`src/rtl/rss_pkg.sv`:
```
// Constants, register map and state type of the return stack block
package rss_pkg;
  // Stack geometry
  localparam int STK_DEPTH = 31;
  localparam int PTR_W = 5;
  localparam int PC_W = 21;
  localparam logic [PTR_W-1:0] PTR_FULL = 5'h1f;
  localparam logic [PTR_W-1:0] PTR_EMPTY = 5'h00;
  localparam logic [PTR_W-1:0] PTR_ONE = 5'h01;
  // Register offsets
  localparam logic [3:0] ADDR_TOP_UPPER = 4'h0;
  localparam logic [3:0] ADDR_TOP_HIGH = 4'h1;
  localparam logic [3:0] ADDR_TOP_LOW = 4'h2;
  localparam logic [3:0] ADDR_STK_CTL = 4'h3;
  localparam logic [3:0] ADDR_INT_STAT = 4'h4;
  localparam logic [3:0] ADDR_INT_MASK = 4'h5;
  localparam logic [3:0] ADDR_RST_CAUSE = 4'h6;
  // Field positions
  localparam int CTL_FULL_BIT = 7;
  localparam int CTL_UNF_BIT = 6;
  localparam int IST_FULL_BIT = 0;
  localparam int IST_UNF_BIT = 1;
  localparam int UPPER_W = 5;
  // Reset values
  localparam logic [7:0] RST_BYTE = 8'h00;
  localparam logic [1:0] RST_INT = 2'h0;
  // Reset causes
  typedef enum logic [2:0] {
    RC_POR, RC_PIN, RC_WDT, RC_BOR, RC_INST, RC_FULL, RC_UNF
  } rss_cause_e;
  // State of the block apart from the stack entries
  typedef struct packed {
    logic [PTR_W-1:0] ptr;
    logic full;
    logic unf;
    logic [1:0] ist;
    logic [1:0] imask;
    rss_cause_e cause;
    logic pend;
    logic pend_full;
    logic fault_rst;
    logic [7:0] rdata;
    logic [7:0] sh_status;
    logic [7:0] sh_working;
    logic [7:0] sh_bank;
  } rss_state_s;
endpackage

```
`src/rtl/rss_top.sv`:
```
// Return address stack with fault flags, fault reset and fast shadow registers
// Operation
// - Push increments pointer, stores current PC
// - Top entry readable, writable as three bytes
// - Pop decrements pointer, previous entry becomes top
// - Fault reset enable from configuration bit
// - Enable clear: fault only sets flag
// - Enable set: flag first, then reset
// - Flags sticky until software or power-on
// - Full and underflow recorded as reset causes
// - One hidden shadow level per register
// - Interrupt vectoring captures all three registers
// - Fast interrupt return restores shadow values
// - Later interrupt overwrites shadow, no nesting
// - Fast call saves registers into shadow
// - Fast return restores registers from shadow
`timescale 1ns/1ps
module rss_top (
  // Clock and power-on reset
  input wire logic sys_clk,
  input wire logic rst,
  // Register port
  input wire logic [3:0] reg_addr,
  input wire logic [7:0] reg_wdata,
  input wire logic reg_we,
  input wire logic reg_re,
  output logic [7:0] reg_rdata,
  // Instruction sequencer
  input wire logic [rss_pkg::PC_W-1:0] pc,
  input wire logic push_op,
  input wire logic pop_op,
  input wire logic call_op,
  input wire logic ret_op,
  input wire logic return_from_interrupt,
  input wire logic fast_opt,
  input wire logic irq_vector,
  // Core registers to shadow
  input wire logic [7:0] status_in,
  input wire logic [7:0] working_register,
  input wire logic [7:0] bank_select_register,
  // Shadow restore
  output logic restore_en,
  output logic [7:0] restore_status,
  output logic [7:0] restore_working,
  output logic [7:0] restore_bank,
  // Return address
  output logic [rss_pkg::PC_W-1:0] top_of_stack,
  // Configuration and resets
  input wire logic stack_fault_reset_enable,
  input wire logic pin_rst,
  input wire logic wdt_rst,
  input wire logic bor_rst,
  input wire logic inst_rst,
  output logic stack_reset_req,
  output logic stack_full_flag,
  output logic stack_underflow_flag,
  output logic irq
);

  rss_pkg::rss_state_s st_r;
  rss_pkg::rss_state_s st_nxt;
  logic [rss_pkg::PC_W-1:0] mem [rss_pkg::STK_DEPTH];
  logic push_req;
  logic pop_req;
  logic ev_full;
  logic ev_unf;
  logic other_rst;
  logic [rss_pkg::PTR_W-1:0] top_idx;
  logic top_valid;
  logic [7:0] ctl_byte;

  // Operation decode
  assign push_req = (push_op | call_op) & ~st_r.pend;
  assign pop_req = (pop_op | ret_op | return_from_interrupt) & ~st_r.pend & ~push_req;
  assign ev_full = push_req & (st_r.ptr == rss_pkg::PTR_FULL);
  assign ev_unf = pop_req & (st_r.ptr == rss_pkg::PTR_EMPTY);
  assign other_rst = pin_rst | wdt_rst | bor_rst | inst_rst;
  assign top_valid = st_r.ptr != rss_pkg::PTR_EMPTY;
  assign top_idx = st_r.ptr - rss_pkg::PTR_ONE;
  assign ctl_byte = {st_r.full, st_r.unf, 1'b0, st_r.ptr};

  // Top entry, zero when the stack is empty
  assign top_of_stack = top_valid ? mem[top_idx] : '0;

  // Stack entries; a faulting push writes nothing
  always_ff @(posedge sys_clk) begin
    if (push_req && !ev_full) begin
      mem[st_r.ptr] <= pc;
    end else if (reg_we && top_valid) begin
      unique case (reg_addr)
        rss_pkg::ADDR_TOP_UPPER: begin
          mem[top_idx][rss_pkg::PC_W-1:16] <= reg_wdata[rss_pkg::UPPER_W-1:0];
        end
        rss_pkg::ADDR_TOP_HIGH: begin
          mem[top_idx][15:8] <= reg_wdata;
        end
        rss_pkg::ADDR_TOP_LOW: begin
          mem[top_idx][7:0] <= reg_wdata;
        end
        default: begin
        end
      endcase
    end
  end

  // Next state
  always_comb begin
    st_nxt = st_r;
    st_nxt.fault_rst = 1'b0;
    st_nxt.rdata = rss_pkg::RST_BYTE;
    // Pointer movement, held at the ends on a fault
    if (push_req && !ev_full) begin
      st_nxt.ptr = st_r.ptr + rss_pkg::PTR_ONE;
    end else if (pop_req && !ev_unf) begin
      st_nxt.ptr = st_r.ptr - rss_pkg::PTR_ONE;
    end
    // Software clears flags by writing ones; a new fault wins
    if (reg_we && reg_addr == rss_pkg::ADDR_STK_CTL) begin
      if (reg_wdata[rss_pkg::CTL_FULL_BIT]) st_nxt.full = 1'b0;
      if (reg_wdata[rss_pkg::CTL_UNF_BIT]) st_nxt.unf = 1'b0;
    end
    if (reg_we && reg_addr == rss_pkg::ADDR_INT_STAT) begin
      st_nxt.ist = st_r.ist & ~reg_wdata[1:0];
    end
    if (reg_we && reg_addr == rss_pkg::ADDR_INT_MASK) begin
      st_nxt.imask = reg_wdata[1:0];
    end
    if (ev_full) begin
      st_nxt.full = 1'b1;
      st_nxt.ist[rss_pkg::IST_FULL_BIT] = 1'b1;
    end
    if (ev_unf) begin
      st_nxt.unf = 1'b1;
      st_nxt.ist[rss_pkg::IST_UNF_BIT] = 1'b1;
    end
    // Fault reset follows the flag by one cycle when enabled
    if ((ev_full || ev_unf) && stack_fault_reset_enable) begin
      st_nxt.pend = 1'b1;
      st_nxt.pend_full = ev_full;
    end
    if (st_r.pend) begin
      st_nxt.pend = 1'b0;
      st_nxt.fault_rst = 1'b1;
      st_nxt.ptr = rss_pkg::PTR_EMPTY;
      st_nxt.cause = st_r.pend_full ? rss_pkg::RC_FULL : rss_pkg::RC_UNF;
    end else if (other_rst) begin
      // Device resets other than power-on keep the flags
      st_nxt.ptr = rss_pkg::PTR_EMPTY;
      st_nxt.pend = 1'b0;
      if (pin_rst) st_nxt.cause = rss_pkg::RC_PIN;
      else if (wdt_rst) st_nxt.cause = rss_pkg::RC_WDT;
      else if (bor_rst) st_nxt.cause = rss_pkg::RC_BOR;
      else st_nxt.cause = rss_pkg::RC_INST;
    end
    // Shadow capture; a later capture simply overwrites
    if (irq_vector || (call_op && fast_opt)) begin
      st_nxt.sh_status = status_in;
      st_nxt.sh_working = working_register;
      st_nxt.sh_bank = bank_select_register;
    end
    // Read data for the cycle after the strobe
    if (reg_re) begin
      unique case (reg_addr)
        rss_pkg::ADDR_TOP_UPPER: st_nxt.rdata = {3'h0, top_of_stack[rss_pkg::PC_W-1:16]};
        rss_pkg::ADDR_TOP_HIGH: st_nxt.rdata = top_of_stack[15:8];
        rss_pkg::ADDR_TOP_LOW: st_nxt.rdata = top_of_stack[7:0];
        rss_pkg::ADDR_STK_CTL: st_nxt.rdata = ctl_byte;
        rss_pkg::ADDR_INT_STAT: st_nxt.rdata = {6'h00, st_r.ist};
        rss_pkg::ADDR_INT_MASK: st_nxt.rdata = {6'h00, st_r.imask};
        rss_pkg::ADDR_RST_CAUSE: st_nxt.rdata = {5'h00, st_r.cause};
        default: st_nxt.rdata = rss_pkg::RST_BYTE;
      endcase
    end
  end

  // State register; power-on clears everything
  always_ff @(posedge sys_clk) begin
    if (rst) begin
      st_r <= '{ptr: rss_pkg::PTR_EMPTY, full: 1'b0, unf: 1'b0, ist: rss_pkg::RST_INT,
                imask: rss_pkg::RST_INT, cause: rss_pkg::RC_POR, pend: 1'b0,
                pend_full: 1'b0, fault_rst: 1'b0, rdata: rss_pkg::RST_BYTE,
                sh_status: rss_pkg::RST_BYTE, sh_working: rss_pkg::RST_BYTE,
                sh_bank: rss_pkg::RST_BYTE};
    end else begin
      st_r <= st_nxt;
    end
  end

  // Outputs
  assign reg_rdata = st_r.rdata;
  assign restore_en = (ret_op | return_from_interrupt) & fast_opt;
  assign restore_status = st_r.sh_status;
  assign restore_working = st_r.sh_working;
  assign restore_bank = st_r.sh_bank;
  assign stack_reset_req = st_r.fault_rst;
  assign stack_full_flag = st_r.full;
  assign stack_underflow_flag = st_r.unf;
  assign irq = |(st_r.ist & st_r.imask);
endmodule // rss_top

```
`config.mk`:
```
export PLATFORM = sky130hd
export DESIGN_NAME = rss_top
export DESIGN_NICKNAME = d
export VERILOG_FILES = /design/src/rtl/rss_pkg.sv /design/src/rtl/rss_top.sv
export SDC_FILE = /design/constraint.sdc
export NUM_CORES = 1
export LEC_CHECK = 0
export BUFFER_PORTS_ARGS = -buffer_cell sky130_fd_sc_hd__buf_4
export CAP_MARGIN = 20
export CORE_ASPECT_RATIO = 0.5
export CORE_UTILIZATION = 35
export DETAILED_ROUTE_END_ITERATION = 8
export GPL_ROUTABILITY_DRIVEN = 0
export PLACE_DENSITY = 0.63
export SLEW_MARGIN = 20
export SYNTH_ARGS = -nofsm -noshare
export SYNTH_HDL_FRONTEND = slang
export SYNTH_SLANG_ARGS = --single-unit
```
`constraint.sdc`:
```
create_clock -name sys_clk -period 3.7 [get_ports sys_clk]
set_input_delay 0.185 -clock sys_clk [delete_from_list [all_inputs] [get_ports sys_clk]]
set_output_delay 0.185 -clock sys_clk [all_outputs]
set_load 0.05 [all_outputs]
```
==> impl_metrics.py <==
metrics = {
    "outcome": {
        "run_status": "completed",
    },
    "clocking": {
        "clock_sinks": 700,
        "clk-insertion-delay-late_ns": 0.62,
        "clkTransAtPathRegs_ns": 0.06,
        "cts_made_buffers": 67,
        "tritoncts": "built",
        "clock_tree.buffer_depth": 3,
        "ctsHtreeMaxLevel": 3,
        "clock_tree.root_cell": "sky130_fd_sc_hd__clkbuf_16",
    },
    "yosys": {
        "post_synthesis_sequential_area_ratio_pct": 71.2,
        "yosys_warnings": 0,
        "yosys_most_used_dff": "sky130_fd_sc_hd__edfxtp_1",
        "synth_enable_flop_cells": 651,
        "synth.lib_cells_used.distinct": 72,
        "synth_top_area_share_pct": 67.8,
        "mappedNetlistArea_um2": 28800,
        "ys_top_cells_by_area": "sky130_fd_sc_hd__edfxtp_1, sky130_fd_sc_hd__mux4_2, sky130_fd_sc_hd__dfxtp_1, sky130_fd_sc_hd__nand2_1, sky130_fd_sc_hd__mux2i_1",
        "async_flop_share_pct": 0,
        "synth_largest_area_cell": "sky130_fd_sc_hd__edfxtp_1",
        "synth-seq-cells": 700,
        "syn-instance-count": 1669,
        "syn_nets": 1746,
        "mean_post_synth_cell_area_um2": 17.3,
    },
    "floorplanning": {
        "die-width_um": 408,
        "die_area_um2": 83600,
        "ioPinCount": 131,
        "die_height_um": 205,
        "core_region_area_um2": 80500,
        "initial_core_util_pct": 35.8,
        "row_count": 73,
    },
    "timing": {
        "maxClockFrequency_mhz": 273,
        "finalSetupViolations": 0,
        "setup-tns-final_ns": 0,
        "clock_skew_ns": 0.0301,
        "finalCritPeriodShare_pct": 98.9,
        "worst_rel_slew_slack_pct": 27.8,
        "final_max_slew_viol_count": 0,
        "timing.final.hold_violations": 0,
        "tightest_slew_ns": 1.08,
        "setup_repair_after_global_routing_missed_its_margin": "true",
        "clock_period_minus_worst_slack_ns": 3.66,
    },
    "setup_path": {
        "crit_path_start_kind": "flip-flop",
        "worstPathArrival_ns": 3.47,
        "crit_fanout": 19,
        "crit_path_category": "flip-flop to primary output",
        "cp_data_required_time_ns": 3.51,
        "end_kind": "primary output",
    },
    "drt": {
        "first_iter_violations": 1954,
        "routed-via-count": 16800,
        "drt-total-wl_um": 77100,
        "firstDrtPassIters": 8,
        "routed_wire_length_per_instance_um": 25.1,
        "drt-vias-per-instance": 5.48,
        "drtAntennaViolNets": 0,
        "route.detailed.drc": 0,
    },
    "global_route": {
        "grt_pass1_vias": 16600,
        "track_usage_pct": 18.5,
        "number_of_antenna_violations_at_the_first_check_in_global_routing": 1,
        "global_route.overflow_total": 0,
        "grt_pass1_wl_um": 113000,
        "grt_start_max_net_pins": 58,
    },
    "final_layout": {
        "final_common_cell": "sky130_fd_sc_hd__edfxtp_1",
        "final_cell_utilization_of_the_core_pct": 43.9,
        "num-fill-cells": 6943,
        "final_cell_mix": "sky130_fd_sc_hd__edfxtp_1, sky130_fd_sc_hd__buf_4, sky130_fd_sc_hd__nand2_1, sky130_fd_sc_hd__mux4_2, sky130_fd_sc_hd__clkbuf_16",
        "synthToLayoutAreaGrowth_pct": 22.5,
        "final_net_count": 2010,
        "insertedDiodeCount": 0,
        "final_layout_size_suffix_gt1_share_pct": 33.0,
    },
    "power_and_ir_drop": {
        "cellPowerDensity_nw_per_um2": 460,
        "power.static_leakage_nw": 11.6,
        "power.total_w": 0.0162,
        "max-vdd-ir-drop_mv": 0.317,
    },
    "place": {
        "detailed_place_hpwl_um": 48100,
        "portBuffers": 130,
    },
    "worst_hold_path": {
        "hold_path.class": "primary input to flip-flop",
    },
    "job": {
        "max_cap_violations": 0,
    },
}
-- final timing paths --
| kind | endpoint | slack [ns] | cells past startpoint | from |
|---|---|---|---|---|
| max | top_of_stack[16] | 0.04 | 9 | ctl_byte[2] |
| min | restore_bank[4] | 0.04 | 4 | fast_opt |
| max reg2reg | mem[30][1] | 0.15 | 11 | ctl_byte[0] |
| min reg2reg | restore_bank[6] | 0.45 | 2 | restore_bank[6] |
-- timing repair --
| action | 4_1_cts | 5_1_grt |
|---|---|---|
| pin swaps | 2 | 1 |
| gates cloned | 5 | 0 |
| hold endpoints to repair | 37 | 0 |
| setup buffers | 11 | 1 |
| gates resized for setup | 28 | 14 |
| hold buffers | 54 | 0 |
| endpoints found under the setup margin | 21 | 25 |
-- flip-flops by register name, indices dropped and copies added (netlist names) --
register and cells:
reg_rdata 8, restore_bank 8, st_r 9, mem 651, stack_underflow_flag 1, stack_full_flag 1, ctl_byte 5, stack_reset_req 1
restore_status 8, restore_working 8
-- worst max-delay path: stages, from the launching register on --
cell and delay (ns):
sky130_fd_sc_hd__dfxtp_1 0.37, sky130_fd_sc_hd__buf_4 0.24, sky130_fd_sc_hd__or4_1 0.66, sky130_fd_sc_hd__nand2_4 0.18, sky130_fd_sc_hd__buf_6 0.26, sky130_fd_sc_hd__mux4_2 0.27
sky130_fd_sc_hd__o22a_1 0.22, sky130_fd_sc_hd__nand3_1 0.13, sky130_fd_sc_hd__a21oi_1 0.26, sky130_fd_sc_hd__buf_4 0.25
-- cell type report --
class | count | area (µm²) | area share [%]
inverters | 13 | 48.8 | 0.138
multi-input cells | 812 | 8160 | 23.1
clock inverters | 39 | 402 | 1.14
flip-flops and latches | 700 | 20500 | 58.2
repair buffers | 339 | 3040 | 8.61
well taps | 1087 | 1360 | 3.85
clock buffers | 83 | 1770 | 5.01
-- stage by stage --
stage | hold slack (ns) | setup slack, ns | cells | instance area [µm²]
6_report | 0.0433 | 0.0423 | 3073 | 35300
5_1_grt | 0.0521 | -0.0232 | 3073 | 35300
4_1_cts | 0.0191 | 0.00233 | 3072 | 35200
3_5_place_dp | 0.446 | 0.155 | 2880 | 32100
3_3_place_gp | 0.439 | -0.00633 | 2878 | 32000
2_1_floorplan | 0.321 | -0.319 | 1669 | 29200
-- per-layer routing --
layer	up-vias	part of all wire, %	track usage, %
li1	7219	-	-
met1	8741	43	25.3
met2	724	47	29.4
met3	158	7.0	3.36
met4	0	3.3	6.91
met5	-	0	0
-- synth_stat cells, types with 5 or more instances --
cell                       instances
sky130_fd_sc_hd__a211oi_1          5
sky130_fd_sc_hd__a21oi_1          49
sky130_fd_sc_hd__a22o_1            6
sky130_fd_sc_hd__a31oi_1          14
sky130_fd_sc_hd__buf_2            33
sky130_fd_sc_hd__buf_4            47
sky130_fd_sc_hd__buf_6             9
sky130_fd_sc_hd__clkbuf_1         51
sky130_fd_sc_hd__dfxtp_1          49
sky130_fd_sc_hd__edfxtp_1        651
sky130_fd_sc_hd__inv_1            11
sky130_fd_sc_hd__mux2_2           20
sky130_fd_sc_hd__mux2i_1          54
sky130_fd_sc_hd__mux4_2          147
sky130_fd_sc_hd__nand2_1         188
sky130_fd_sc_hd__nand2b_1          6
sky130_fd_sc_hd__nand3_1          33
sky130_fd_sc_hd__nand4_1           8
sky130_fd_sc_hd__nor2_1           39
sky130_fd_sc_hd__nor2b_1           5
sky130_fd_sc_hd__nor3_1           54
sky130_fd_sc_hd__nor4_1           54
sky130_fd_sc_hd__o211ai_1         22
sky130_fd_sc_hd__o21ai_0           9
sky130_fd_sc_hd__o22ai_1          12
sky130_fd_sc_hd__xnor2_1           6
-- where the power goes --
part           switching [W]  internal (W)  leakage (nW)  total [W]
Combinational       0.000452      0.000252          4.30   0.000704
Clock                0.00303       0.00381          1.05    0.00684
Sequential         0.0000163       0.00868          6.28    0.00870
-- logic make-up (layout without fill, tap and decap cells) --
family,count (synthesis),after routing,share of synthesized area [%]
mux,225,225,14.5
compound gates,165,165,3.92
simple gates,411,411,6.76
buf+inv,157,474,3.13
xor+xnor,7,7,0.278
fa+ha+maj,4,4,0.174
flops,700,700,71.2
(Power assumes the default switching activity.)
